### config.mk
export PLATFORM = sky130hd
export DESIGN_NAME = spi_mode_and_status
export DESIGN_NICKNAME = d
export VERILOG_FILES = /design/src/spi_mode_pkg.sv /design/src/spi_mode_and_status.sv
export SDC_FILE = /design/constraint.sdc
export NUM_CORES = 1
export LEC_CHECK = 0
export ABC_AREA = 1
export BUFFER_PORTS_ARGS = -buffer_cell sky130_fd_sc_hd__buf_2
export CAP_MARGIN = 40
export CORE_MARGIN = 1.5
export CORE_UTILIZATION = 62
export CTS_CLUSTER_DIAMETER = 200
export DETAILED_ROUTE_END_ITERATION = 8
export PLACE_DENSITY = 0.81
export SETUP_SLACK_MARGIN = 0.02
export SYNTH_ARGS = -nofsm -noshare
export SYNTH_HDL_FRONTEND = slang
export SYNTH_SLANG_ARGS = --single-unit
### constraint.sdc
create_clock -name core_clk -period 6.7 [get_ports core_clk]
set_input_delay 1.34 -clock core_clk [delete_from_list [all_inputs] [get_ports core_clk]]
set_output_delay 1.34 -clock core_clk [all_outputs]
set_load 0.005 [all_outputs]
### src/spi_mode_pkg.sv
// Behaviour
// - Mode field picks SPI, loopback or synchronous.
// - SPI framing drives SS from select value.
// - SPI framing clears select value after the last character.
// - SPI framing clocks only while bits move.
// - Master loopback silences pins, loops data internally.
// - Slave loopback echoes MOSI onto MISO.
// - Synchronous master leads a frame by one period when the select value changes the SS level.
// - Synchronous master clocks frames back to back.
// - Synchronous slave restarts on any SS change.
// - Length code zero means eight bits.
// - Direction bit makes SS input or output.
// - Polarity bit sets SS active level.
// - Disabled port returns status to reset.
// - Error flags clear by writing one.
// - Transmit empty reflects holding register state; receive-only mode reads it as 0.
// - Slave abort on early SS deassertion.
// - Slave abort on SCK monitor timeout.
// - Collision flag on multi-master mode fault.
// - Overrun and underrun flags mark errors.
// - Receive flag shows unread data present.
// - Busy flag and SS level readable.
// - Master bit swaps data pins, SCK direction.
// - Enable field selects off, rx, tx, duplex.
// - Rate generator makes SCK or monitors it.
package spi_mode_pkg;

	localparam int          ADDR_W          = 12;
	localparam logic [11:0] CTRL_ADDR       = 12'hf60;
	localparam logic [11:0] DATA_ADDR       = 12'hf61;
	localparam logic [11:0] TXCMD_ADDR      = 12'hf62;
	localparam logic [11:0] MODE_ADDR       = 12'hf63;
	localparam logic [11:0] STAT_ADDR       = 12'hf64;
	localparam logic [11:0] RATE_HI_ADDR    = 12'hf66;
	localparam logic [11:0] RATE_LO_ADDR    = 12'hf67;

	localparam int          CTL_EN1_BIT     = 6;
	localparam int          CTL_RATE_BIT    = 5;
	localparam int          CTL_MASTER_BIT  = 1;
	localparam int          CTL_EN0_BIT     = 0;
	localparam int          MODE_FRAME_LSB  = 5;
	localparam int          MODE_LEN_LSB    = 2;
	localparam int          MODE_DIR_BIT    = 1;
	localparam int          MODE_POL_BIT    = 0;
	localparam int          ST_TXE_BIT      = 7;
	localparam int          ST_UND_BIT      = 6;
	localparam int          ST_COL_BIT      = 5;
	localparam int          ST_ABT_BIT      = 4;
	localparam int          ST_OVR_BIT      = 3;

	localparam logic [2:0]  FRAME_SPI       = 3'h0;
	localparam logic [2:0]  FRAME_LOOP      = 3'h1;
	localparam logic [2:0]  FRAME_SYNC      = 3'h2;
	localparam logic [1:0]  EN_OFF          = 2'h0;
	localparam logic [1:0]  EN_RX_ONLY      = 2'h1;
	localparam logic [1:0]  EN_TX_ONLY      = 2'h2;

	localparam logic [7:0]  CTRL_RESET      = 8'h00;
	localparam logic [7:0]  MODE_RESET      = 8'h00;
	localparam logic [7:0]  STAT_RESET      = 8'h81;
	localparam logic [15:0] RATE_RESET      = 16'hffff;
	localparam logic [7:0]  ALL_ONES        = 8'hff;

	typedef enum logic [1:0] {ST_IDLE, ST_LEAD, ST_SHIFT} xfer_state_t;

endpackage

### src/spi_mode_and_status.sv
// Decided for this implementation: the plain strobed port.
module spi_mode_and_status (
	input  wire logic                            core_clk,
	input  wire logic                            reset,
	input  wire logic [spi_mode_pkg::ADDR_W-1:0] addr,
	input  wire logic [7:0]                      wdata,
	input  wire logic                            wr_en,
	input  wire logic                            rd_en,
	output logic      [7:0]                      rdata,
	input  wire logic                            sck_i,
	output logic                                 sck_o,
	output logic                                 sck_oe,
	input  wire logic                            mosi_i,
	output logic                                 mosi_o,
	output logic                                 mosi_oe,
	input  wire logic                            miso_i,
	output logic                                 miso_o,
	output logic                                 miso_oe,
	input  wire logic                            ss_i,
	output logic                                 ss_o,
	output logic                                 ss_oe
);
	import spi_mode_pkg::*;

	logic [3:0]  pin_in;
	logic [3:0]  sync1_q;
	logic [3:0]  sync2_q;
	logic        sck_s;
	logic        mosi_s;
	logic        miso_s;
	logic        ss_s;
	logic        sck_prev_q;
	logic        ss_prev_q;
	logic [7:0]  ctrl_q;
	logic [7:0]  mode_q;
	logic [15:0] rate_q;
	logic        sel_value_q;
	logic [7:0]  tx_hold_q;
	logic        tx_full_q;
	logic [7:0]  rx_data_q;
	logic        rx_full_q;
	logic        under_q;
	logic        coll_q;
	logic        abort_q;
	logic        over_q;
	xfer_state_t state_q;
	logic [15:0] div_q;
	logic        sck_q;
	logic [3:0]  bit_q;
	logic [7:0]  shift_q;
	logic        tx_bit_q;
	logic        stop_q;
	logic        ss_lvl_q;
	logic [16:0] idle_cnt_q;
	logic        done_q;
	logic [7:0]  done_data_q;
	logic        under_ev_q;
	logic        abort_ev_q;
	logic        coll_ev_q;
	logic        fill_q;
	logic [7:0]  rdata_q;
	logic        sck_o_q;
	logic        sck_oe_q;
	logic        mosi_o_q;
	logic        mosi_oe_q;
	logic        miso_o_q;
	logic        miso_oe_q;
	logic        ss_o_q;
	logic        ss_oe_q;

	logic [1:0]  en;
	logic        enabled;
	logic        master;
	logic        rate_ctl;
	logic [2:0]  frame;
	logic [3:0]  nbits;
	logic        ss_dir;
	logic        ss_pol;
	logic        ss_act;
	logic        ss_edge;
	logic        sck_rise;
	logic        sck_fall;
	logic        tick;
	logic        rx_in;
	logic        in_bit;
	logic [7:0]  shifted;
	logic [7:0]  char_mask;
	logic        tx_avail;
	logic [7:0]  tx_word;
	logic        partial;
	logic        timeout;
	logic        coll_now;
	logic        slave_start;
	logic        pin_level;
	logic        wr_ctrl;
	logic        wr_data;
	logic        wr_txcmd;
	logic        wr_mode;
	logic        wr_stat;
	logic        rd_data;
	logic [7:0]  stat_word;
	logic [7:0]  rd_mux;

	assign pin_in = {sck_i, mosi_i, miso_i, ss_i};

	// Two flip-flops per pin before any logic looks at it.
	genvar gi;
	generate
		for (gi = 0; gi < 4; gi++) begin : g_sync
			always_ff @(posedge core_clk or posedge reset) begin
				// SS idles high, so its stages start high and no false edge follows reset.
				if (reset) begin
					sync1_q[gi] <= (gi == 0);
					sync2_q[gi] <= (gi == 0);
				end else begin
					sync1_q[gi] <= pin_in[gi];
					sync2_q[gi] <= sync1_q[gi];
				end
			end
		end
	endgenerate

	assign sck_s  = sync2_q[3];
	assign mosi_s = sync2_q[2];
	assign miso_s = sync2_q[1];
	assign ss_s   = sync2_q[0];

	assign en        = {ctrl_q[CTL_EN1_BIT], ctrl_q[CTL_EN0_BIT]};
	assign enabled   = (en != EN_OFF);
	assign master    = ctrl_q[CTL_MASTER_BIT];
	assign rate_ctl  = ctrl_q[CTL_RATE_BIT];
	assign frame     = mode_q[MODE_FRAME_LSB +: 3];
	assign nbits     = (mode_q[MODE_LEN_LSB +: 3] == 3'h0) ? 4'h8 : {1'b0, mode_q[MODE_LEN_LSB +: 3]};
	assign ss_dir    = mode_q[MODE_DIR_BIT];
	assign ss_pol    = mode_q[MODE_POL_BIT];
	assign ss_act    = (ss_s == ss_pol);
	assign ss_edge   = (ss_s != ss_prev_q);
	assign sck_rise  = sck_s & ~sck_prev_q;
	assign sck_fall  = ~sck_s & sck_prev_q;
	assign tick      = (div_q == 16'(rate_q - 16'h0001));
	assign rx_in     = (frame == FRAME_LOOP) ? tx_bit_q : miso_s;
	assign in_bit    = master ? rx_in : mosi_s;
	assign shifted   = {shift_q[6:0], in_bit};
	assign char_mask = ALL_ONES >> (4'h8 - nbits);
	assign tx_avail  = tx_full_q && (en != EN_RX_ONLY);
	assign tx_word   = tx_avail ? (tx_hold_q << (4'h8 - nbits)) : ALL_ONES;
	assign partial   = (bit_q != nbits);
	assign timeout   = rate_ctl && partial && (idle_cnt_q == 17'({rate_q, 1'b0} - 17'h0_0001));
	assign coll_now  = master && !ss_dir && ss_act;
	assign slave_start = (frame == FRAME_SYNC) ? ss_edge : ss_act;

	assign wr_ctrl  = wr_en && (addr == CTRL_ADDR);
	assign wr_data  = wr_en && (addr == DATA_ADDR);
	assign wr_txcmd = wr_en && (addr == TXCMD_ADDR);
	assign wr_mode  = wr_en && (addr == MODE_ADDR);
	assign wr_stat  = wr_en && (addr == STAT_ADDR);
	assign rd_data  = rd_en && (addr == DATA_ADDR);

	always_ff @(posedge core_clk or posedge reset) begin
		if (reset) begin
			sck_prev_q <= 1'b0;
			ss_prev_q  <= 1'b1;
		end else begin
			sck_prev_q <= sck_s;
			ss_prev_q  <= ss_s;
		end
	end

	// Configuration registers.
	always_ff @(posedge core_clk or posedge reset) begin
		if (reset) begin
			ctrl_q <= CTRL_RESET;
			mode_q <= MODE_RESET;
			rate_q <= RATE_RESET;
		end else begin
			if (wr_ctrl) begin
				ctrl_q <= wdata;
			end
			if (wr_mode) begin
				mode_q <= wdata;
			end
			if (wr_en && addr == RATE_HI_ADDR) begin
				rate_q[15:8] <= wdata;
			end
			if (wr_en && addr == RATE_LO_ADDR) begin
				rate_q[7:0] <= wdata;
			end
		end
	end

	// Shift engine for both master and slave roles.
	always_ff @(posedge core_clk or posedge reset) begin
		if (reset) begin
			state_q     <= ST_IDLE;
			div_q       <= 16'h0000;
			sck_q       <= 1'b0;
			bit_q       <= 4'h0;
			shift_q     <= 8'h00;
			tx_bit_q    <= 1'b0;
			stop_q      <= 1'b0;
			ss_lvl_q    <= 1'b0;
			idle_cnt_q  <= 17'h0_0000;
			tx_hold_q   <= 8'h00;
			tx_full_q   <= 1'b0;
			sel_value_q <= 1'b0;
			done_q      <= 1'b0;
			done_data_q <= 8'h00;
			under_ev_q  <= 1'b0;
			abort_ev_q  <= 1'b0;
			coll_ev_q   <= 1'b0;
			fill_q      <= 1'b0;
		end else begin
			done_q     <= 1'b0;
			under_ev_q <= 1'b0;
			abort_ev_q <= 1'b0;
			coll_ev_q  <= 1'b0;
			div_q      <= tick ? 16'h0000 : 16'(div_q + 16'h0001);
			if (!enabled) begin
				state_q   <= ST_IDLE;
				sck_q     <= 1'b0;
				tx_full_q <= 1'b0;
			end else begin
				case (state_q)
					ST_IDLE: begin
						sck_q      <= 1'b0;
						stop_q     <= 1'b0;
						idle_cnt_q <= 17'h0_0000;
						div_q      <= 16'h0000;
						fill_q     <= 1'b0;
						bit_q      <= nbits;
						if (master) begin
							if (coll_now) begin
								coll_ev_q <= 1'b1;
							end else if (tx_full_q) begin
								shift_q   <= tx_word;
								tx_bit_q  <= tx_word[7];
								tx_full_q <= 1'b0;
								ss_lvl_q  <= sel_value_q;
								if (frame == FRAME_SYNC && ss_lvl_q != sel_value_q) begin
									state_q <= ST_LEAD;
								end else begin
									state_q <= ST_SHIFT;
								end
							end
						end else if (slave_start) begin
							shift_q  <= tx_word;
							tx_bit_q <= tx_word[7];
							state_q  <= ST_SHIFT;
							if (tx_avail) begin
								tx_full_q <= 1'b0;
							end else if (en != EN_RX_ONLY) begin
								under_ev_q <= 1'b1;
							end
						end
					end
					ST_LEAD: begin
						if (coll_now) begin
							coll_ev_q <= 1'b1;
							state_q   <= ST_IDLE;
						end else if (tick) begin
							sck_q <= ~sck_q;
							if (sck_q) begin
								state_q <= ST_SHIFT;
							end
						end
					end
					ST_SHIFT: begin
						if (master) begin
							if (coll_now) begin
								coll_ev_q <= 1'b1;
								state_q   <= ST_IDLE;
							end else if (tick && !sck_q) begin
								sck_q   <= 1'b1;
								shift_q <= shifted;
								bit_q   <= 4'(bit_q - 4'h1);
								if (bit_q == 4'h1) begin
									done_q      <= 1'b1;
									done_data_q <= shifted & char_mask;
									bit_q       <= nbits;
									if (tx_full_q && !(frame == FRAME_SYNC && sel_value_q != ss_lvl_q)) begin
										shift_q   <= tx_word;
										tx_full_q <= 1'b0;
									end else begin
										stop_q <= 1'b1;
									end
								end
							end else if (tick && sck_q) begin
								sck_q    <= 1'b0;
								tx_bit_q <= shift_q[7];
								if (stop_q) begin
									state_q <= ST_IDLE;
									if (frame == FRAME_SPI) begin
										sel_value_q <= 1'b0;
									end
								end
							end
						end else begin
							idle_cnt_q <= 17'(idle_cnt_q + 17'h0_0001);
							if (frame != FRAME_SYNC && !ss_act) begin
								state_q    <= ST_IDLE;
								abort_ev_q <= partial;
							end else if (timeout) begin
								state_q    <= ST_IDLE;
								abort_ev_q <= 1'b1;
							end else if (frame == FRAME_SYNC && ss_edge) begin
								bit_q      <= nbits;
								idle_cnt_q <= 17'h0_0000;
							end else if (sck_rise) begin
								idle_cnt_q <= 17'h0_0000;
								shift_q    <= shifted;
								bit_q      <= 4'(bit_q - 4'h1);
								fill_q     <= 1'b0;
								// A fill loaded at a character end is an underrun only once it is clocked.
								if (fill_q && bit_q == nbits) begin
									under_ev_q <= 1'b1;
								end
								if (bit_q == 4'h1) begin
									done_q      <= 1'b1;
									done_data_q <= shifted & char_mask;
									bit_q       <= nbits;
									shift_q     <= tx_word;
									if (tx_avail) begin
										tx_full_q <= 1'b0;
									end else begin
										fill_q <= (en != EN_RX_ONLY);
									end
								end
							end else if (sck_fall) begin
								idle_cnt_q <= 17'h0_0000;
								tx_bit_q   <= shift_q[7];
							end
						end
					end
					default: begin
						state_q <= ST_IDLE;
					end
				endcase
			end
			if (wr_txcmd) begin
				sel_value_q <= wdata[0];
			end
			if (wr_data) begin
				tx_hold_q <= wdata;
				tx_full_q <= 1'b1;
			end
		end
	end

	// Status flags; a hardware set wins over a software clear.
	always_ff @(posedge core_clk or posedge reset) begin
		if (reset) begin
			rx_data_q <= 8'h00;
			rx_full_q <= 1'b0;
			under_q   <= 1'b0;
			coll_q    <= 1'b0;
			abort_q   <= 1'b0;
			over_q    <= 1'b0;
		end else if (!enabled) begin
			rx_full_q <= 1'b0;
			under_q   <= 1'b0;
			coll_q    <= 1'b0;
			abort_q   <= 1'b0;
			over_q    <= 1'b0;
		end else begin
			if (wr_stat) begin
				under_q <= under_q & ~wdata[ST_UND_BIT];
				coll_q  <= coll_q & ~wdata[ST_COL_BIT];
				abort_q <= abort_q & ~wdata[ST_ABT_BIT];
				over_q  <= over_q & ~wdata[ST_OVR_BIT];
			end
			if (rd_data) begin
				rx_full_q <= 1'b0;
			end
			if (under_ev_q) begin
				under_q <= 1'b1;
			end
			if (coll_ev_q) begin
				coll_q <= 1'b1;
			end
			if (abort_ev_q) begin
				abort_q <= 1'b1;
			end
			if (done_q && en != EN_TX_ONLY) begin
				rx_data_q <= done_data_q;
				rx_full_q <= 1'b1;
				if (rx_full_q && !rd_data) begin
					over_q <= 1'b1;
				end
			end
		end
	end

	assign pin_level = ss_oe_q ? ss_o_q : ss_s;
	assign stat_word = {(!enabled || (!tx_full_q && en != EN_RX_ONLY)), under_q,
		coll_q, abort_q, over_q, rx_full_q, state_q != ST_IDLE,
		enabled ? pin_level : STAT_RESET[0]};

	always_comb begin
		case (addr)
			CTRL_ADDR:    rd_mux = ctrl_q;
			DATA_ADDR:    rd_mux = rx_data_q;
			TXCMD_ADDR:   rd_mux = {7'h00, sel_value_q};
			MODE_ADDR:    rd_mux = mode_q;
			STAT_ADDR:    rd_mux = stat_word;
			RATE_HI_ADDR: rd_mux = rate_q[15:8];
			RATE_LO_ADDR: rd_mux = rate_q[7:0];
			default:      rd_mux = 8'h00;
		endcase
	end

	always_ff @(posedge core_clk or posedge reset) begin
		if (reset) begin
			rdata_q <= 8'h00;
		end else begin
			rdata_q <= rd_en ? rd_mux : 8'h00;
		end
	end

	// Pin drivers, registered.
	always_ff @(posedge core_clk or posedge reset) begin
		if (reset) begin
			sck_o_q   <= 1'b0;
			sck_oe_q  <= 1'b0;
			mosi_o_q  <= 1'b0;
			mosi_oe_q <= 1'b0;
			miso_o_q  <= 1'b0;
			miso_oe_q <= 1'b0;
			ss_o_q    <= 1'b1;
			ss_oe_q   <= 1'b0;
		end else begin
			sck_oe_q  <= enabled && master && frame != FRAME_LOOP;
			mosi_oe_q <= enabled && master && frame != FRAME_LOOP;
			sck_o_q   <= sck_q;
			mosi_o_q  <= tx_bit_q;
			miso_oe_q <= enabled && !master && (frame == FRAME_SYNC || ss_act);
			miso_o_q  <= (frame == FRAME_LOOP) ? mosi_s : tx_bit_q;
			ss_oe_q   <= enabled && ss_dir && !(master && frame == FRAME_LOOP);
			if (frame == FRAME_SYNC) begin
				ss_o_q <= ss_pol ? ss_lvl_q : ~ss_lvl_q;
			end else begin
				ss_o_q <= ss_pol ? sel_value_q : ~sel_value_q;
			end
		end
	end

	assign rdata   = rdata_q;
	assign sck_o   = sck_o_q;
	assign sck_oe  = sck_oe_q;
	assign mosi_o  = mosi_o_q;
	assign mosi_oe = mosi_oe_q;
	assign miso_o  = miso_o_q;
	assign miso_oe = miso_oe_q;
	assign ss_o    = ss_o_q;
	assign ss_oe   = ss_oe_q;

endmodule

# Yosys cells after proc, flatten, opt, wreduce, memory -nomap -nowiden
# Cells that the tools add are included.
[op_classes]
add_sub_neg = 6
n_eq_ne = 85
shifts = 2
mux = 181
bitwise = 17
n_reduce_logical = 69
[ops]
columns = ["operator", "n"]
rows = [
  ["two-way mux 8 bit", 24],
  ["two-way mux 1 bit", 111],
  ["two-way mux 17 bit", 6],
  ["equality test 12 bit, second input constant", 7],
  ["inequality test 5 bit, second input constant", 13],
  ["one-hot mux 8 bit (7 select lines)", 1],
  ["inequality test 3 bit, second input constant", 17],
  ["two-way mux 16 bit", 3],
  ["two-way mux 4 bit", 9],
  ["one-hot mux 17 bit (2 select lines)", 1],
  ["two-way mux 2 bit", 16],
  ["inequality test 2 bit, second input constant", 16],
  ["inequality test 4 bit, second input constant", 8],
  ["logical AND 1 bit", 31],
  ["AND reduction 11 bit", 2],
  ["AND reduction 7 bit", 3],
  ["nonzero test 2 bit", 10],
  ["adder 17 x 1 -> 17 bit, second input constant", 1],
  ["equality test 17 bit", 1],
  ["subtractor 17 x 1 -> 17 bit, second input constant", 1],
  ["adder 16 x 1 -> 16 bit, second input constant", 1],
  ["equality test 16 bit", 1],
  ["one-hot mux 8 bit (2 select lines)", 1],
  ["AND reduction 8 bit", 2],
  ["36 further kinds", 74],
]
[totals]
regBits = 144
input_bits = 28
out_inout_bits = 16
elab_cells = 406

# Logic depth before layout (Yosys ltp)
# Gate-level depths: netlist of the first run.
[logic_depth]
word_depth = 12
depth_mapped = 19
ltp_nobuf = 18

# Worst setup path after synthesis of the first run
# OpenSTA, ideal clock, no wires.
[synth_path]
kind = "input to register"
start = "in addr[7] (netlist name)"
end = "reg tx_full_q"
setup_ps = 117
arrival_time_ps = 2772
required_ps = 6583
path_slack_ps = 3811
stages = 13
n_path_buf = 0
path_cell_list = "nand3b_1 nor4_1 inv_1 nor2_1 nand2_1 nor2_1 nor2_1 o21ai_0 inv_1 a21oi_1 nand3_1 nand2_1 nand2_1"
[synth_via]
elab_chain_cells = 4
word_cells_on_any_way = 15
cone_classes = "eq/ne: 12; mux: 1; reduce/logical: 2"
[synth_rtl]
columns = ["element", "line_no", "text"]
rows = [
  ["from (decl)", "spi_mode_and_status.sv:5", "input wire logic [spi_mode_pkg::ADDR_W-1:0] addr,"],
  ["equality test 12 bit (*)", "spi_mode_and_status.sv:153", "assign wr_data = wr_en && (addr == DATA_ADDR);"],
  ["logical AND 1 bit (*)", "spi_mode_and_status.sv:153", ""],
  ["inequality test 5 bit (no source line), or another cell as far along", "n/a", ""],
  ["AND reduction 11 bit (no source line)", "n/a", ""],
  ["to (signal assigned)", "spi_mode_and_status.sv:204", "tx_full_q <= 1'b0;"],
  ["to (signal assigned)", "spi_mode_and_status.sv:221", "tx_full_q <= 1'b0;"],
  ["to (signal assigned)", "spi_mode_and_status.sv:237", "tx_full_q <= 1'b0;"],
  ["to (decl)", "spi_mode_and_status.sv:39", "logic tx_full_q;"],
]
# Every way passes the cells marked *; elsewhere a longest branch is shown, timed or not.
# A chain may end at the register's enable or synchronous reset.

# Worst setup path after layout of the first run
# Same ends and word-level chain as after synthesis.

==> results of run 1 <==
[metrics by stage]
stage          hold WS (ps)  area [µm²]
2_1_floorplan           331        8570
3_3_place_gp            332        8910
3_5_place_dp            335        8940
4_1_cts                 349        9510
5_1_grt                 357        9510
6_report                349        9510
[where the power goes]
part           internal, mW  leakage [nW]  switching, mW
sequential            0.905          1.88         0.0455
clock                 0.517         0.271          0.398
combinational        0.0658          2.28          0.113
[cells in the mapped netlist, drive strengths merged, types with 3 or more instances]
cell	n	area, µm²
a21oi	37	185
a221oi	4	35.0
a31oi	3	18.8
a41oi	5	43.8
buf	8	60.1
clkbuf	16	60.1
dfrtp	124	3100
dfstp	20	526
ha	13	163
inv	144	541
mux2	4	45.0
nand2	339	1300
nand3	109	588
nand3b	4	30.0
nand4	18	119
nor2	112	484
nor3	31	160
nor4	7	43.8
o211ai	8	60.1
o21ai	110	592
o22ai	10	62.6
o31ai	3	22.5
xnor2	5	43.8
xor2	21	184
[area by class of cell]
| type | instances | area [µm²] |
|---|---|---|
| multi-input cells | 856 | 4280 |
| fillers | 1120 | 3840 |
| flip-flops and latches | 144 | 3630 |
| inverters | 145 | 549 |
| clock buffers | 19 | 433 |
| repair buffers | 47 | 265 |
| well taps | 176 | 220 |
| clock inverters | 13 | 128 |
[layer usage]
layer  GRT usage  up-vias
li1            -     3914
met1       0.445     3887
met2       0.575      330
met3      0.0750       66
met4       0.129        0
met5           0        -
[critical path, cell delays in order]
cell and delay (ps):
buf_2 90, nand3b_1 150, nor4_1 260, inv_1 150
nor2_1 140, nand2_1 180, nor2_1 630, nor2_1 110
o21ai_0 120, inv_1 70, a21oi_1 190, nand3_1 90
nand2_1 80, nand2_1 50
[sequential cells by signal, summed over array words and instances, names as in the netlist, 8 cells and up]
register,cells
ctrl_q,8
div_q,16
done_data_q,8
idle_cnt_q,17
mode_q,8
rate_q,16
rdata,8
rx_data_q,8
shift_q,8
tx_hold_q,8
[path summary, 6_finish.rpt]
| check | cells after the start | slack, ps | end |
|---|---|---|---|
| min in group asynchronous | 2 | 890 | idle_cnt_q[0]$_DFFE_PP0P_ |
| worst min register to register | 0 | 350 | mosi_s$_DFF_PP0_ |
| max in group asynchronous | 4 | 4650 | idle_cnt_q[15]$_DFFE_PP0P_ |
| worst min-delay path | 0 | 350 | mosi_s$_DFF_PP0_ |
| worst max-delay path | 14 | 3380 | tx_full_q$_DFFE_PP0P_ |
| worst max register to register | 18 | 3560 | state_q[1]$_DFFE_PP0P_ |
[layout by cell type, fill, tap and decap left out, drive strengths merged, types with 21 or more instances in the layout]
master  netlist  routed
nor2        112     112
inv         144     149
nand3       109     109
o21ai       110     110
xor2         21      21
nor3         31      31
buf           8      47
nand2       339     339
dfrtp       124     124
a21oi        37      37
[logic make-up (layout without fill, tap and decap cells)]
group / Yosys count / count (layout)
compound gates: 189 / 189
fa+ha+maj: 13 / 13
mux: 5 / 5
flops: 144 / 144
xor+xnor: 26 / 26
simple gates: 623 / 623
buf+inv: 169 / 224
==> metrics.txt, run 1 <==
status finished, final reports clean; Slew Limit Fails 0; CTS Sinks 144; drt pass-1 iters 5; post-CTS sizing 0; via/cell ratio 5.86; number of flops mapped to enable cells by yosys 0; Avg Inst Size Synth 7.33 µm²; worst-path maximum fanout 13; # hold bufs at CTS 0; fin nets 1252; vias 8197; clock skew 7.40 ps; # diodes 0; synth unique cells 51; Async S/R FF share, synth 1.00; register area share after synthesis 0.423; wire length on met3 1.59 mm; Slew @ Worst Pin 872 ps; H-tree levels 4; aggregate global-route resource usage 0.346; Synth Area in Compound Gates 0.127; mapped cell area 8570 µm²; Tcrit/Tclk final 0.496; YS warnings 0; Post-synth top flop dfrtp_1; worst r2r src rate_q[0]$_DFFE_PP1P_; DRC violations left 0; clk slew on worst S/H paths 60 ps; Final setup viols 0; DP Wirelength 17.7 mm; Top Layer Used met4; Synth Area in Simple Gates 0.320; met2 WL post-DR 11.6 mm; hold path start sync1_q[2]$_DFF_PP0_; Critical Path RT 7020 ps; unrepaired setup endpoints after global routing no; Setup TNS 0 ps; fraction of the mapped netlist area in adder cells 0.0190; synthesized flop and latch total 144; pwr/cell area 215 nW/µm²; Core Box Area 13300 µm²; Clock Latency Late Sink 430 ps; TritonCTS Buffers 17; Critical Path AT 3640 ps; Finished Core Util 0.712; Leak 4.43 nW; routed length per instance 17.0 µm; die area 14500 µm²; Post-Synth XOR/XNOR Area 0.0266; Finished Layout Cells 1400; Detailed Route Iter0 Violations 775; fmax 0.301 GHz; crit path kind in -> reg; Placement Rows 42; Rel. slew slack 0.414; share of layout cells above drive strength 1 0.118; CP endpoint kind register; largest family of logic cells by synthesized area simple AND/OR/NAND/NOR gates; DRT antenna net count 0; Period minus WS final 3320 ps; post-layout power 2.05 mW; Post-CTS Setup Bufs 0; area delta synth->final 10.9%; Hold Vio Cnt, Final 0; Place WS 3000 ps; crit path from addr[7]; final worst slack 3380 ps; Worst setup SP type primary input; antenna violations before repair 0; Starting Density 0.642; Die Span Y 121 µm; largest net degree at the start of global routing 74; vias in the first global route 7715; multiplexer share of the synthesized area 0.00642; Syn Nets 1210; final WL 23.7 mm; IO Port Bufs 43; CTS Root Cell clkbuf_16; first-pass GRT wire length 39.0 mm; Peak VDD IR 0.000195 V; Post-Synthesis Cells 1169; gpl congestion 0.969; hold crit path type reg -> reg; Max Buffers Root-to-Sink 2; number of max-cap violations 0; Die Wd 121 µm; remaining global-route overflow 0; CTS tree done; met1 WL 9.83 mm; top-level port count 44; Cells after DPL 1368
(Power assumes the default switching activity.)
==> inputs of run 2 (changes only) <==
==> constraint.sdc (replaced) <==
create_clock -name core_clk -period 3.2 [get_ports core_clk]
set_input_delay 0.64 -clock core_clk [delete_from_list [all_inputs] [get_ports core_clk]]
set_output_delay 0.64 -clock core_clk [all_outputs]
set_load 0.005 [all_outputs]
==> metrics.txt, run 2 (synthesis gave the netlist of run 1 again) <==
Final setup viols 0 (unchanged); Rel. slew slack 0.439 (was 0.414); Period minus WS final 2830 ps; vias 8240 (was 8197); fin nets 1263 (was 1252); Finished Core Util 0.721 (was 0.712); TritonCTS Buffers 17 (unchanged); crit path kind reg -> reg (was in -> reg); Critical Path RT 3510 ps (was 7020 ps); post-CTS sizing 0 (unchanged); final WL 24.2 mm (was 23.7 mm); Peak VDD IR 0.000362 V (was 0.000195 V); Detailed Route Iter0 Violations 707 (was 775); # hold bufs at CTS 0 (unchanged); GR Util met2 0.586 (was 0.575); die area 14500 µm² (unchanged); flop-to-flop setup slack 370 ps (was 3560 ps); via/cell ratio 5.84 (was 5.86); Worst setup SP type register (was primary input); first-pass GRT wire length 39.3 mm (was 39.0 mm); worst-path maximum fanout 8 (was 13); Starting Density 0.642 (unchanged); pwr/cell area 460 nW/µm² (was 215 nW/µm²); Most Crowded Layer GR met2 (unchanged); CTS tree done (unchanged); met3 GRT Util 0.0637 (was 0.0750); unrepaired setup endpoints after global routing no (unchanged); CTS Sinks 144 (unchanged); most common cell after layout, fill and taps aside nand2_1 (unchanged); clk slew on worst S/H paths 60 ps (about the same); clock skew 13.8 ps (was 7.40 ps); H-tree levels 4 (unchanged); Slew @ Worst Pin 841 ps (was 872 ps); met1 usage 0.438 (was 0.445); Core Box Area 13300 µm² (unchanged); antenna violations before repair 0 (unchanged); largest registers idle_cnt_q (17), div_q (16), rate_q (16) (unchanged); CP endpoint kind register (unchanged); number of max-cap violations 0 (unchanged); DRT antenna net count 0 (unchanged); Tcrit/Tclk final 0.883; gpl congestion 0.948 (was 0.969); Leak 4.50 nW (was 4.43 nW); DRC violations left 0 (unchanged); Finished Layout Cells 1411 (was 1400); Clock Latency Late Sink 430 ps (about the same); area delta synth->final 12.2% (was 10.9%); largest net degree at the start of global routing 145 (was 74); fill count 1117 (was 1120); Cells after DPL 1379 (was 1368); vias in the first global route 7934 (was 7715); routed length per instance 17.2 µm (was 17.0 µm); top-level port count 44 (unchanged); Setup TNS 0 ps (unchanged); status finished, final reports clean (unchanged); # diodes 0 (unchanged); Biggest register idle_cnt_q (unchanged); Critical Path AT 3140 ps (was 3640 ps); CTS Root Cell clkbuf_16 (unchanged); hold crit path type in -> reg (was reg -> reg); Max Buffers Root-to-Sink 2 (unchanged); Post-CTS Setup Bufs 0 (unchanged); aggregate global-route resource usage 0.350 (was 0.346); Hold Vio Cnt, Final 0 (unchanged); remaining global-route overflow 0 (unchanged); share of layout cells above drive strength 1 0.126 (was 0.118); Die Span Y 121 µm (unchanged); DP Wirelength 17.9 mm (was 17.7 mm); drt pass-1 iters 7 (was 5); max reg flops 17 (unchanged); Slew Limit Fails 0 (unchanged); Die Wd 121 µm (unchanged); IO Port Bufs 43 (unchanged); fmax 0.354 GHz; most frequent cells in the layout nand2_1, inv_1, dfrtp_1, nand3_1 (unchanged); Placement Rows 42 (unchanged)
run 2: power by group:
group          total [mW]  leakage (nW)  switching [mW]  internal, mW
Combinational       0.378          2.33           0.241         0.137
Clock                2.05         0.290           0.839          1.21
Sequential           1.99          1.88           0.100          1.89
Total                4.42          4.50            1.18          3.24
run 2: worst paths after layout:
| path | from | to | depth (start not counted) |
|---|---|---|---|
| worst max-delay path | rate_q[0]$_DFFE_PP1P_ | tx_bit_q$_DFFE_PP0P_ | 14 |
| max in group asynchronous | reset | div_q[15]$_DFF_PP0_ | 3 |
| worst min-delay path | ss_i | sync1_q[0]$_DFF_PP1_ | 1 |
| worst max register to register | rate_q[0]$_DFFE_PP1P_ | tx_bit_q$_DFFE_PP0P_ | 14 |
| min in group asynchronous | reset | idle_cnt_q[0]$_DFFE_PP0P_ | 3 |
| worst min register to register | sync1_q[1]$_DFF_PP0_ | miso_s$_DFF_PP0_ | 0 |
run 2: critical path, cell delays in order, from the launching register on:
cell     delay [ps]
dfstp_2         580
inv_2            80
ha_1            350
xor2_1          170
o21ai_0         140
nor2_1          130
nand2_1          50
nor2_1          130
nand3_1         170
nor2_4          180
nand2_2         150
o21ai_0         350
nand3_1         120
nand2_1          70
nand2_1          50
run 2: final cells by class:
type                       instances  area [µm²]  share of cell area
clock buffer                      20         457              0.0475
tap                              176         220              0.0229
clock inverter                    12         144              0.0150
inverter                         145         548              0.0570
sequential                       144        3630               0.377
timing repair buffer              58         340              0.0354
multi-input combinational        856        4280               0.445
run 2: per-layer routing:
layer  part of all wire  up-vias
met5                  0        -
met3              0.064       81
met2               0.49      351
met1               0.41     3871
met4              0.043        0
li1                   -     3937
run 2: per-stage QoR:
step	instance area, µm²	total power [mW]	worst slack (ps)	hold WS, ps
after floorplan	8580	2.25	771	331
after global placement	9020	2.39	451	333
after detailed placement	9020	2.40	440	342
after CTS	9620	4.42	431	302
after global routing	9620	4.54	98.9	306
final	9620	4.42	373	314
